**config.mk**
```make
export PLATFORM = sky130hd
export DESIGN_NAME = clock_reset_sequencer
export DESIGN_NICKNAME = d
export VERILOG_FILES = /design/src/inc/clk_rst_pkg.sv /design/src/core/clock_reset_sequencer.sv
export SDC_FILE = /design/constraint.sdc
export NUM_CORES = 1
export LEC_CHECK = 0
export ABC_CLOCK_PERIOD_IN_PS = 4700
export BUFFER_PORTS_ARGS = -buffer_cell sky130_fd_sc_hd__buf_2
export CAP_MARGIN = 20
export CORE_MARGIN = 2
export CORE_UTILIZATION = 55
export CTS_CLUSTER_DIAMETER = 120
export DETAILED_ROUTE_END_ITERATION = 8
export PLACE_DENSITY = 0.82
export SKIP_LAST_GASP = 1
export SYNTH_ARGS = -nofsm -noshare
export SYNTH_HDL_FRONTEND = slang
export SYNTH_SLANG_ARGS = --single-unit
```
**constraint.sdc**
```tcl
create_clock -name i_clk_sys -period 4.7 [get_ports i_clk_sys]
set_input_delay 0.235 -clock i_clk_sys [delete_from_list [all_inputs] [get_ports i_clk_sys]]
set_output_delay 0.235 -clock i_clk_sys [all_outputs]
set_load 0.01 [all_outputs]
```
**src/inc/clk_rst_pkg.sv**
```systemverilog
// shared constants and types of the clock and reset sequencer
package clk_rst_pkg;
    localparam int          ADDR_W        = 8;
    localparam int          DATA_W        = 32;
    localparam logic [7:0]  OFS_PWR_CTL   = 8'h00;
    localparam logic [7:0]  OFS_STATUS    = 8'h04;
    // power_mgmt_control field layout
    localparam int          MULT_LSB      = 0;
    localparam int          MULT_W        = 6;
    localparam int          DIV_LSB       = 6;
    localparam int          DIV_W         = 2;
    localparam int          CLKSEL_BIT    = 8;
    localparam int          OUTSEL_BIT    = 12;
    localparam logic [1:0]  DIV_RESET     = 2'h0;
    localparam logic        OUTSEL_RESET  = 1'b0;
    // status field layout
    localparam int          ST_RUN_BIT    = 0;
    localparam int          ST_RATIO_LSB  = 1;
    // ratio-select encodings and the core-to-reference ratios they give
    localparam logic [1:0]  RATIO_3       = 2'h0;
    localparam logic [1:0]  RATIO_16      = 2'h1;
    localparam logic [1:0]  RATIO_8       = 2'h2;
    localparam logic [5:0]  MULT_3        = 6'h03;
    localparam logic [5:0]  MULT_16       = 6'h10;
    localparam logic [5:0]  MULT_8        = 6'h08;
    localparam logic [5:0]  MULT_BYPASS   = 6'h01;
    localparam int          LOCK_CYCLES   = 4096;
    localparam int          LOCK_CNT_W    = 13;
    localparam int          IR_W          = 4;
    localparam logic [3:0]  IR_CAPTURE    = 4'h1;
    localparam int          BSR_LEN       = 16;

    typedef enum logic [2:0] {
        SEQ_STRAP = 3'b001,
        SEQ_LOCK  = 3'b010,
        SEQ_RUN   = 3'b100
    } seq_t;

    typedef enum logic [15:0] {
        TAP_RESET   = 16'h0001,
        TAP_IDLE    = 16'h0002,
        TAP_SEL_DR  = 16'h0004,
        TAP_CAP_DR  = 16'h0008,
        TAP_SH_DR   = 16'h0010,
        TAP_EX1_DR  = 16'h0020,
        TAP_PAU_DR  = 16'h0040,
        TAP_EX2_DR  = 16'h0080,
        TAP_UPD_DR  = 16'h0100,
        TAP_SEL_IR  = 16'h0200,
        TAP_CAP_IR  = 16'h0400,
        TAP_SH_IR   = 16'h0800,
        TAP_EX1_IR  = 16'h1000,
        TAP_PAU_IR  = 16'h2000,
        TAP_EX2_IR  = 16'h4000,
        TAP_UPD_IR  = 16'h8000
    } tap_t;

    typedef struct packed {
        logic [ADDR_W-1:0] addr;
        logic [DATA_W-1:0] wdata;
        logic              wr;
        logic              rd;
    } bus_req_t;

    typedef struct packed {
        logic tck;
        logic tms;
        logic tdi;
        logic trst_n;
    } jtag_in_t;
endpackage : clk_rst_pkg

```
**src/core/clock_reset_sequencer.sv**
```systemverilog
// clock selection, start-up ratio, reset sequencing, shared output pin and test port
// Notes on behaviour
// RQ1: core clock source is PLL or reference directly, picked by ratio pins.
// RQ2: start-up core frequency comes from ratio pins sampled at reset release.
// RQ3: after core reset ends, software may rewrite PLL multiplier and divider.
// RQ4: control bit 12 picks PLL clock or reset-out on shared pin; default reset-out.
// RQ5: in reset-out function the shared pin carries the core reset state.
// RQ6: after reset release wait 4096 reference cycles, then start at reset vector.
// RQ7: board holds the active-low reset asserted during power-up.
// RQ8: reference clock runs continuously, never halted, changed or too slow.
// RQ9: test reset clears the test state machine; board pulses or holds it low.
// RQ10: board pulses test clock low after power-up or holds it low.
// RQ11: test state machine follows mode-select sampled on test clock rising edges.
// RQ12: scan data shifts in from test data input; chain end drives test data output.
// RQ13: ratio pins 00 gives 3:1, 01 16:1, 10 8:1, 11 reserved.
// RQ14: core reset and reset-out stay asserted for the whole lock wait.
//
// The register addresses and strobed register access were decided locally.
`timescale 1ns/1ps
module clock_reset_sequencer
    import clk_rst_pkg::*;
#(
    parameter int          LOCK_WAIT    = clk_rst_pkg::LOCK_CYCLES,
    parameter logic [31:0] RESET_VECTOR = 32'h0000_0000
)(
    input  wire logic                          i_clk_sys,
    input  wire logic                          i_rstn,
    input  wire logic [1:0]                    i_ratio_select_pins,
    input  wire clk_rst_pkg::bus_req_t         i_bus,
    input  wire clk_rst_pkg::jtag_in_t         i_jtag,
    output logic [clk_rst_pkg::DATA_W-1:0]     o_rdata,
    output logic                               o_core_rstn,
    output logic                               o_exec_start,
    output logic [31:0]                        o_exec_vector,
    output logic                               o_core_clk_pll,
    output logic [clk_rst_pkg::MULT_W-1:0]     o_pll_mult,
    output logic [clk_rst_pkg::DIV_W-1:0]      o_pll_div,
    output logic                               o_shared_out_pin,
    output logic                               o_tdo,
    output logic                               o_tdo_oe
);
    import clk_rst_pkg::*;

    typedef struct packed {
        seq_t                  seq;
        logic [LOCK_CNT_W-1:0] lock_cnt;
        logic                  core_rstn;
        logic                  exec_start;
        logic [1:0]            ratio;
        logic [MULT_W-1:0]     mult;
        logic [DIV_W-1:0]      div;
        logic                  clk_pll;
        logic                  out_sel;
        logic                  pll_phase;
        logic                  shared_pin;
        logic [DATA_W-1:0]     rdata;
        tap_t                  tap;
        logic                  tck_q;
        logic [IR_W-1:0]       ir;
        logic [BSR_LEN-1:0]    bsr;
        logic                  tdo;
        logic                  tdo_oe;
    } state_t;

    localparam logic [LOCK_CNT_W-1:0] LOCK_LAST = LOCK_CNT_W'(LOCK_WAIT - 1);

    state_t st_r;
    state_t st_nxt;

    function automatic logic [MULT_W-1:0] ratio_to_mult(input logic [1:0] sel);
        case (sel)
            RATIO_3:  ratio_to_mult = MULT_3;
            RATIO_16: ratio_to_mult = MULT_16;
            RATIO_8:  ratio_to_mult = MULT_8;
            default:  ratio_to_mult = MULT_BYPASS;
        endcase
    endfunction : ratio_to_mult

    function automatic tap_t tap_step(input tap_t cur, input logic tms);
        case (cur)
            TAP_RESET:  tap_step = tms ? TAP_RESET  : TAP_IDLE;
            TAP_IDLE:   tap_step = tms ? TAP_SEL_DR : TAP_IDLE;
            TAP_SEL_DR: tap_step = tms ? TAP_SEL_IR : TAP_CAP_DR;
            TAP_CAP_DR: tap_step = tms ? TAP_EX1_DR : TAP_SH_DR;
            TAP_SH_DR:  tap_step = tms ? TAP_EX1_DR : TAP_SH_DR;
            TAP_EX1_DR: tap_step = tms ? TAP_UPD_DR : TAP_PAU_DR;
            TAP_PAU_DR: tap_step = tms ? TAP_EX2_DR : TAP_PAU_DR;
            TAP_EX2_DR: tap_step = tms ? TAP_UPD_DR : TAP_SH_DR;
            TAP_UPD_DR: tap_step = tms ? TAP_SEL_DR : TAP_IDLE;
            TAP_SEL_IR: tap_step = tms ? TAP_RESET  : TAP_CAP_IR;
            TAP_CAP_IR: tap_step = tms ? TAP_EX1_IR : TAP_SH_IR;
            TAP_SH_IR:  tap_step = tms ? TAP_EX1_IR : TAP_SH_IR;
            TAP_EX1_IR: tap_step = tms ? TAP_UPD_IR : TAP_PAU_IR;
            TAP_PAU_IR: tap_step = tms ? TAP_EX2_IR : TAP_PAU_IR;
            TAP_EX2_IR: tap_step = tms ? TAP_UPD_IR : TAP_SH_IR;
            TAP_UPD_IR: tap_step = tms ? TAP_SEL_DR : TAP_IDLE;
            default:    tap_step = TAP_RESET;
        endcase
    endfunction : tap_step

    always_comb
    begin
        logic tck_rise;
        logic tck_fall;
        tck_rise = i_jtag.tck & ~st_r.tck_q;
        tck_fall = ~i_jtag.tck & st_r.tck_q;
        st_nxt = st_r;
        st_nxt.exec_start = 1'b0;
        st_nxt.rdata = '0;
        st_nxt.tck_q = i_jtag.tck;
        // stand-in for the PLL output; the real clock comes from the analog macro
        st_nxt.pll_phase = ~st_r.pll_phase;

        case (st_r.seq)
            SEQ_STRAP:
            begin
                // straps are caught on the first edge after release, never under reset
                st_nxt.ratio = i_ratio_select_pins;                         // RQ2
                st_nxt.mult = ratio_to_mult(i_ratio_select_pins);           // RQ13
                st_nxt.clk_pll = (i_ratio_select_pins != 2'h3);             // RQ1
                st_nxt.lock_cnt = '0;
                st_nxt.seq = SEQ_LOCK;
            end
            SEQ_LOCK:
            begin
                if (st_r.lock_cnt == LOCK_LAST)                             // RQ6
                begin
                    st_nxt.seq = SEQ_RUN;
                    st_nxt.core_rstn = 1'b1;                                // RQ14
                    st_nxt.exec_start = 1'b1;
                end
                else
                begin
                    st_nxt.lock_cnt = st_r.lock_cnt + 1'b1;
                end
            end
            SEQ_RUN:
            begin
                st_nxt.core_rstn = 1'b1;
            end
            default:
            begin
                st_nxt.seq = SEQ_STRAP;
                st_nxt.core_rstn = 1'b0;
            end
        endcase

        if (i_bus.wr)
        begin
            if (i_bus.addr == OFS_PWR_CTL)
            begin
                st_nxt.out_sel = i_bus.wdata[OUTSEL_BIT];                   // RQ4
                // frequency stays at the strap setting until the core is running
                if (st_r.seq == SEQ_RUN)                                    // RQ3
                begin
                    st_nxt.mult = i_bus.wdata[MULT_LSB +: MULT_W];
                    st_nxt.div = i_bus.wdata[DIV_LSB +: DIV_W];
                    st_nxt.clk_pll = i_bus.wdata[CLKSEL_BIT];
                end
            end
        end
        else if (i_bus.rd)
        begin
            if (i_bus.addr == OFS_PWR_CTL)
            begin
                st_nxt.rdata[MULT_LSB +: MULT_W] = st_r.mult;
                st_nxt.rdata[DIV_LSB +: DIV_W] = st_r.div;
                st_nxt.rdata[CLKSEL_BIT] = st_r.clk_pll;
                st_nxt.rdata[OUTSEL_BIT] = st_r.out_sel;
            end
            else if (i_bus.addr == OFS_STATUS)
            begin
                st_nxt.rdata[ST_RUN_BIT] = (st_r.seq == SEQ_RUN);
                st_nxt.rdata[ST_RATIO_LSB +: 2] = st_r.ratio;
            end
        end

        st_nxt.shared_pin = st_nxt.out_sel ? st_nxt.pll_phase : st_nxt.core_rstn; // RQ5

        if (!i_jtag.trst_n)                                                 // RQ9
        begin
            st_nxt.tap = TAP_RESET;
            st_nxt.tdo_oe = 1'b0;
        end
        else if (tck_rise)
        begin
            st_nxt.tap = tap_step(st_r.tap, i_jtag.tms);                    // RQ11
            case (st_r.tap)
                TAP_CAP_IR: st_nxt.ir = IR_CAPTURE;
                TAP_SH_IR:  st_nxt.ir = {i_jtag.tdi, st_r.ir[IR_W-1:1]};
                TAP_SH_DR:  st_nxt.bsr = {i_jtag.tdi, st_r.bsr[BSR_LEN-1:1]}; // RQ12
                default:    st_nxt.ir = st_r.ir;
            endcase
        end
        else if (tck_fall)
        begin
            // output changes on the falling edge so the far end samples a settled bit
            st_nxt.tdo_oe = (st_r.tap == TAP_SH_DR) || (st_r.tap == TAP_SH_IR);
            st_nxt.tdo = (st_r.tap == TAP_SH_IR) ? st_r.ir[0] : st_r.bsr[0]; // RQ12
        end
    end

    always_ff @(posedge i_clk_sys or negedge i_rstn)
    begin
        if (!i_rstn)
        begin
            st_r.seq        <= SEQ_STRAP;
            st_r.lock_cnt   <= '0;
            st_r.core_rstn  <= 1'b0;                                        // RQ14
            st_r.exec_start <= 1'b0;
            st_r.ratio      <= 2'h0;
            st_r.mult       <= MULT_3;
            st_r.div        <= DIV_RESET;
            st_r.clk_pll    <= 1'b1;
            st_r.out_sel    <= OUTSEL_RESET;                                // RQ4
            st_r.pll_phase  <= 1'b0;
            st_r.shared_pin <= 1'b0;                                        // RQ5
            st_r.rdata      <= '0;
            st_r.tap        <= TAP_RESET;
            st_r.tck_q      <= 1'b0;
            st_r.ir         <= IR_CAPTURE;
            st_r.bsr        <= '0;
            st_r.tdo        <= 1'b0;
            st_r.tdo_oe     <= 1'b0;
        end
        else
        begin
            st_r <= st_nxt;
        end
    end

    assign o_rdata          = st_r.rdata;
    assign o_core_rstn      = st_r.core_rstn;
    assign o_exec_start     = st_r.exec_start;
    assign o_exec_vector    = RESET_VECTOR;
    assign o_core_clk_pll   = st_r.clk_pll;
    assign o_pll_mult       = st_r.mult;
    assign o_pll_div        = st_r.div;
    assign o_shared_out_pin = st_r.shared_pin;
    assign o_tdo            = st_r.tdo;
    assign o_tdo_oe         = st_r.tdo_oe;
endmodule : clock_reset_sequencer

```
==> run metrics, run 1 <==
Post-Syn Instances 457; Async SR Flop Fraction 1.00; TritonRoute pass-1 iters 7; Final period util 0.518; Antenna Cells 0; top cells by area, synth dfrtp_1 41%, buf_4 12%, mux2_1 3.7%; post-CTS sizing 0; MaxCap Viol Count 0; CP max FO 12; Initial Util 0.561; Detailed Place HPWL 5.80 mm; layout cell share with drive strength beyond 1 0.207; f_max 411 MHz; Worst Path Arrival 2.66 ns; unrepaired setup endpoints after global routing false; Avg WL per Cell 13.9 um; Ports 128; Via-to-Cell Ratio 5.27; hold crit path type primary input to flip-flop; Max clock buf depth 2; initial antenna violation count 0; routed via count 3122; vias in the first global route 2987; clock root buffer clkbuf_8; CP endpoint kind flip-flop; most used flip-flop cell after synthesis dfrtp_1; register bit total from synthesis 81; layout filler cell count 713; gpl congestion 0.917; crit path time final 2.43 ns; total power 1.26 mW; H-tree Lvls 3; TNS Setup 0 ns; sequential fraction of the synthesis area 0.446; Worst EP required 4.93 ns; CTS buffer count 9; synthesized area 0.00457 mm^2; Final Hold Fails 0; status finished, final reports clean; Worst Skew 0.0180 ns; WL final 8.26 mm; nets 537; WHS 0.0269 ns; synth warn 0; Total Routing Usage GR 0.195; slew margin rel. 0.498; syn avg cell area 9.99 um^2; area leader, netlist dfrtp_1; synth unique cells 62; share of the synthesized area in the top cell type 0.411; static leakage 2.35 nW; clock transition at the registers of the reported paths 0.10 ns; synthesis-to-finish area growth 3.21%; maximum VDD drop 160 uV; DRT antenna net count 0; Die Ht 95.1 um; DRC Markers 0; gr ovfl total 0; Power Density 268 mW/mm^2; input/output buffers 51; Max Slew Vio Count 0; CTS tree yes; Post-synth EDFFs 0; Setup crit start kind flip-flop; critical path type flip-flop to flip-flop; Slew @ Worst Pin 0.749 ns; Die W 95.1 um; Cell Rows 33; largest net degree at the start of global routing 82; clk sink count 81; first-pass GRT wire length 13.8 mm; Die Area 0.00905 mm^2; Core ar. 0.00813 mm^2; Setup Viol. Count Final 0; worst skew pair latency 0.35 ns; initial DRC count 127
## cells in the mapped netlist, types with 2 or more instances
master      n
a211o_1     2
a21o_1      2
a21oi_1    13
a22o_2      2
a31oi_1    10
and2_1      9
and3_1      3
and4b_1     2
buf_2       5
buf_4      75
buf_6       2
clkbuf_1   10
dfrtp_1    75
dfstp_2     6
ha_1        5
inv_1      10
mux2_1     15
mux2_2      5
mux2i_1     5
nand2_1    41
nand2b_1    8
nand3_1    13
nand3b_1    2
nand4_1     4
nand4b_1    6
nor2_1     30
nor2_4      2
nor2b_1     4
nor3_1     12
nor4_1      3
nor4_4      3
o21ai_0    21
o21ai_1     4
o2bb2ai_1   3
o31ai_1     5
o41ai_1     2
or2_2       2
or3_1       4
xnor2_1     4
xor2_1      6
## final timing paths
check,depth (start not counted),slack [ns],to,from
worst min register to register,1,0.40,st_r[72]$_DFF_PN0_,st_r[72]$_DFF_PN0_
max in group asynchronous,3,3.66,st_r[100]$_DFFE_PN1P_,i_rstn
worst max-delay path,6,2.27,st_r[96]$_DFFE_PN0P_,st_r[87]$_DFFE_PN0P_
worst max register to register,6,2.27,st_r[96]$_DFFE_PN0P_,st_r[87]$_DFFE_PN0P_
worst min-delay path,1,0.03,st_r[22]$_DFF_PN0_,i_jtag[3]
min in group asynchronous,2,0.37,st_r[26]$_DFFE_PN0N_,i_rstn
## critical path, stage by stage, from the launching register on
cell and delay, ns:
dfrtp_1 0.41, ha_1 0.21, nand2_1 0.09, or3_1 0.51, o31ai_2 0.69, nor3_1 0.12
a211o_1 0.29
## cells by family (layout without fill, tap and decap cells)
family	Yosys count	count (layout)	share of synthesized area
adders and majority gates	5	5	0.0137
other	1	54	0.000821
xor gates and xnor gates	10	10	0.0192
muxes	25	25	0.0603
DFF	81	81	0.446
and+or+nand+nor	159	159	0.201
buffers and inverters	102	79	0.150
AOI/OAI and AO/OA	74	74	0.109
## stage by stage
stage,util,cell area (um^2),worst slack [ns],cells
6_report,0.579,4710,2.27,592
5_1_grt,0.579,4710,2.10,592
2_1_floorplan,-,4760,2.66,510
4_1_cts,0.576,4680,2.27,590
3_3_place_gp,0.554,4510,2.37,574
3_5_place_dp,0.554,4510,2.30,574
## cells in the final DEF (no fill, tap or decap), types with 12 or more instances in the layout
cell     count
nor3_1      12
dfrtp_1     75
o21ai_0     21
nand2_1     41
mux2_1      15
buf_2       50
a21oi_1     13
nand3_1     13
conb_1      54
nor2_1      30
## layer usage
layer  global-route usage  wire length (um)  part of all wire
met1                0.242              3530              0.43
met2                0.333              4240              0.51
met3               0.0514               407             0.049
met4               0.0628                85             0.010
met5                    0                 0                 0
## sequential cells by signal, indices dropped and copies added (netlist names)
register,cells
st_r,57
o_rdata,10
o_pll_mult,6
o_pll_div,2
o_core_clk_pll,1
o_core_rstn,1
o_exec_start,1
o_shared_out_pin,1
o_tdo,1
o_tdo_oe,1
## what timing repair did
item,4_1_cts,5_1_grt
hold buffers,0,1
endpoints found under the setup margin,0,0
buffers inserted,0,0
hold endpoints to repair,0,36
## report_power, final
| part | internal, mW | leakage [nW] | total (mW) | switching, mW |
|---|---|---|---|---|
| registers | 0.706 | 1.05 | 0.713 | 0.00673 |
| clock network | 0.194 | 0.0783 | 0.462 | 0.267 |
| logic | 0.0267 | 1.22 | 0.0888 | 0.0621 |
## cell type report
class / instances / area [um^2] / share of cell area
Multi-Input combinational cell: 327 / 2040 / 0.434
Sequential cell: 81 / 2030 / 0.432
Timing Repair Buffer: 53 / 288 / 0.0611
Tap cell: 105 / 131 / 0.0279
Clock buffer: 9 / 124 / 0.0263
Clock inverter: 7 / 52.6 / 0.0112
Inverter: 10 / 37.5 / 0.00797
(Power assumes the default switching activity.)
==> run 2, diff against run 1 <==
ABC_AREA = 1   (was not set)
ABC_CLOCK_PERIOD_IN_PS = 2000   (was 4700)
CORE_UTILIZATION = 47   (was 55)
PLACE_DENSITY = 0.74   (was 0.82)
clock period = 2 ns   (was 4.7 ns; I/O delays follow)
==> run 2 against run 1 <==
  * Critical path depth rose by 1
  * Area after synthesis fell by 2.8%
  * Critical path type unchanged
  * Via count rose by 4.4%
  * Clock-buffer cell count rose by 3
  * Clock skew fell by 0.0083 ns
  * Sequential power rose by 130%
  * Maximum frequency rose by 44%
  * Utilization fell by 6.1 points
==> run metrics, run 2 <==
clock power share 0.367 (+0.002); syn avg cell area 8.58 um^2 (-14%); CP max FO 30 (+18); Worst Skew 0.00967 ns (-0.00835 ns); most used flip-flop cell after synthesis dfrtp_1; synth unique cells 44 (-29%); DRT antenna net count 0 (unchanged); Worst Path Arrival 1.91 ns (-0.75 ns); synthesized area 0.00444 mm^2 (-2.8%); Int Pwr 2.25 mW (+140%); layout cell share with drive strength beyond 1 0.194 (-0.0137); CTS buffer count 9 (unchanged); Slew @ Worst Pin 0.675 ns (-0.0737 ns); Die Ht 101 um (+6.4%); Ports 128 (unchanged); share of the synthesized area in the top cell type 0.423 (+0.0118); Die W 101 um (+6.4%); clock transition at the registers of the reported paths 0.08 ns (-0.02 ns); WL final 8.27 mm (+0.13%); Cell Area, Placed 0.00449 mm^2 (-0.25%); max reg flops 57 (unchanged); worst skew pair latency 0.35 ns (about the same); Net Switching 0.756 mW (+130%); clk sink count 81 (unchanged); Cell Rows 35 (+6.1%); crit path time final 1.69 ns (-0.748 ns); clock root buffer clkbuf_8; initial antenna violation count 0 (unchanged); f_max 593 MHz (+44%); Largest Register st_r; Power Density 630 mW/mm^2 (+140%); Max Slew Vio Count 0 (unchanged); initial DRC count 155 (+22%); first-pass GRT wire length 14.2 mm (+2.9%); Async SR Flop Fraction 1.00 (unchanged); synthesis-to-finish area growth 7.41%; H-tree Lvls 3 (unchanged); nets 623 (+16%); Total Routing Usage GR 0.173 (-0.0220); Avg WL per Cell 12.1 um (-13%); Via-to-Cell Ratio 4.77 (-9.6%); leading cell type by number of instances after synthesis nand2_1; static leakage 2.54 nW (+8.0%); Hold Crit Start i_bus[6]; DRC Markers 0 (unchanged); combinational share of power 0.076 (+0.006); maximum VDD drop 395 uV (+150%); Detailed Place HPWL 6.11 mm (+5.4%); Core ar. 0.00920 mm^2 (+13%); Final period util 0.843 (+0.325); area leader, netlist dfrtp_1; TritonRoute pass-1 iters 5 (-2); synth cell count leaders 87 x nand2_1, 75 x dfrtp_1, 74 x buf_4; CP endpoint kind flip-flop; final instance area 0.00477 mm^2 (+1.2%); status finished, final reports clean; critical path type flip-flop to flip-flop; routed via count 3260 (+4.4%); register bit total from synthesis 81 (unchanged); gr ovfl total 0 (unchanged); Post-synth EDFFs 0 (unchanged); layout filler cell count 839 (+18%); Initial Util 0.483 (-0.0787); crit path from st_r[31]$_DFFE_PN0N_; vias in the first global route 3135 (+5.0%); sequential share of power 0.557 (-0.007); CTS tree yes; MaxCap Viol Count 0 (unchanged); hold crit path type primary input to flip-flop; slew margin rel. 0.543 (+0.0458); TNS Setup 0 ns (unchanged); Setup Viol. Count Final 0 (unchanged); synth warn 0 (unchanged); Die Area 0.0102 mm^2 (+13%); most frequent cells in the layout 87 x nand2_1, 75 x dfrtp_1, 66 x inv_1; post-CTS sizing 0 (unchanged); most common cell after layout, fill and taps aside nand2_1; top cells by area, synth dfrtp_1 42%, buf_4 13%, nand2_1 7.4%; Worst EP required 2.22 ns (-2.71 ns); gpl congestion 0.888 (-3.1%); largest net degree at the start of global routing 40 (-51%); unrepaired setup endpoints after global routing false; Sw Ratio 0.252 (-0.0145); input/output buffers 51 (unchanged); Final Hold Fails 0 (unchanged); Max clock buf depth 2 (unchanged); sequential fraction of the synthesis area 0.458 (+0.0128); Antenna Cells 0 (unchanged); Post-Syn Instances 517 (+13%); FF-to-FF Start st_r[31]$_DFFE_PN0N_; Setup crit start kind flip-flop
run 2: cell type report:
type	count	area (um^2)	share of cell area
clock buffers	12	155	0.0325
clock inverters	4	27.5	0.00577
inverters	70	263	0.0551
multi-input cells	340	1760	0.368
flip-flops and latches	81	2030	0.427
well taps	111	139	0.0291
repair buffers	66	393	0.0824
run 2: worst paths after layout:
| path | to | slack [ns] | depth (start not counted) |
|---|---|---|---|
| max in group asynchronous | st_r[18]$_DFFE_PN1P_ | 1.07 | 3 |
| max | st_r[10]$_DFFE_PN0P_ | 0.31 | 7 |
| max reg2reg | st_r[10]$_DFFE_PN0P_ | 0.31 | 7 |
| min | o_pll_mult[4]$_DFF_PN0_ | 0.02 | 3 |
| min in group asynchronous | st_r[26]$_DFFE_PN0N_ | 0.25 | 2 |
| min reg2reg | st_r[72]$_DFF_PN0_ | 0.43 | 1 |
run 2: stage by stage:
stage / util / hold WS, ns / worst slack [ns] / std cells / total power [mW]
floorplan: - / -0.196 / 0.557 / 570 / 1.91
global placement: 0.489 / 0.0954 / 0.397 / 659 / 1.92
detailed placement: 0.489 / 0.107 / 0.350 / 659 / 1.92
CTS: 0.518 / 0.00801 / 0.334 / 684 / 3.05
global route: 0.518 / 0.00781 / 0.187 / 684 / 3.16
finish: 0.518 / 0.0210 / 0.314 / 684 / 3.01
run 2: layer usage:
layer  global-route usage  up-vias  part of all wire
li1                     -     1629                 -
met1                0.230     1534              0.45
met2                0.283       87              0.49
met3               0.0469       10             0.046
met4               0.0457        0             0.013
met5                    0        -                 0
run 2: timing repair:
item                      in CTS  in global routing
setup buffers                  0                  0
hold buffers                   9                  0
hold endpoints to repair      39                  0
run 2: kinds of logic (layout without fill, tap and decap cells):
group / after synthesis / in the layout / synth area share
compound gates: 70 / 70 / 0.0925
xor+xnor: 7 / 7 / 0.0138
fa+ha+maj: 5 / 5 / 0.0141
buf+inv: 149 / 152 / 0.191
flops: 81 / 81 / 0.458
mux: 1 / 1 / 0.00254
other cells: 1 / 54 / 0.000845
simple gates: 203 / 203 / 0.227
run 2: worst max-delay path, cell delays in order (launching register included):
cell     delay (ns)
dfrtp_1        0.43
nor2_2         0.16
nand2_1        0.12
nor2_4         0.26
nand4_4        0.13
buf_4          0.24
nor2_1         0.14
a21oi_1        0.07
run 2: power by group through the flow:
stage               registers (mW)  clock network [mW]  logic, mW
finish                        1.67                1.10      0.228
global route                  1.68                1.22      0.263
CTS                           1.67                1.14      0.229
detailed placement            1.71                   0      0.215
global placement              1.70                   0      0.211
floorplan                     1.71                   0      0.202
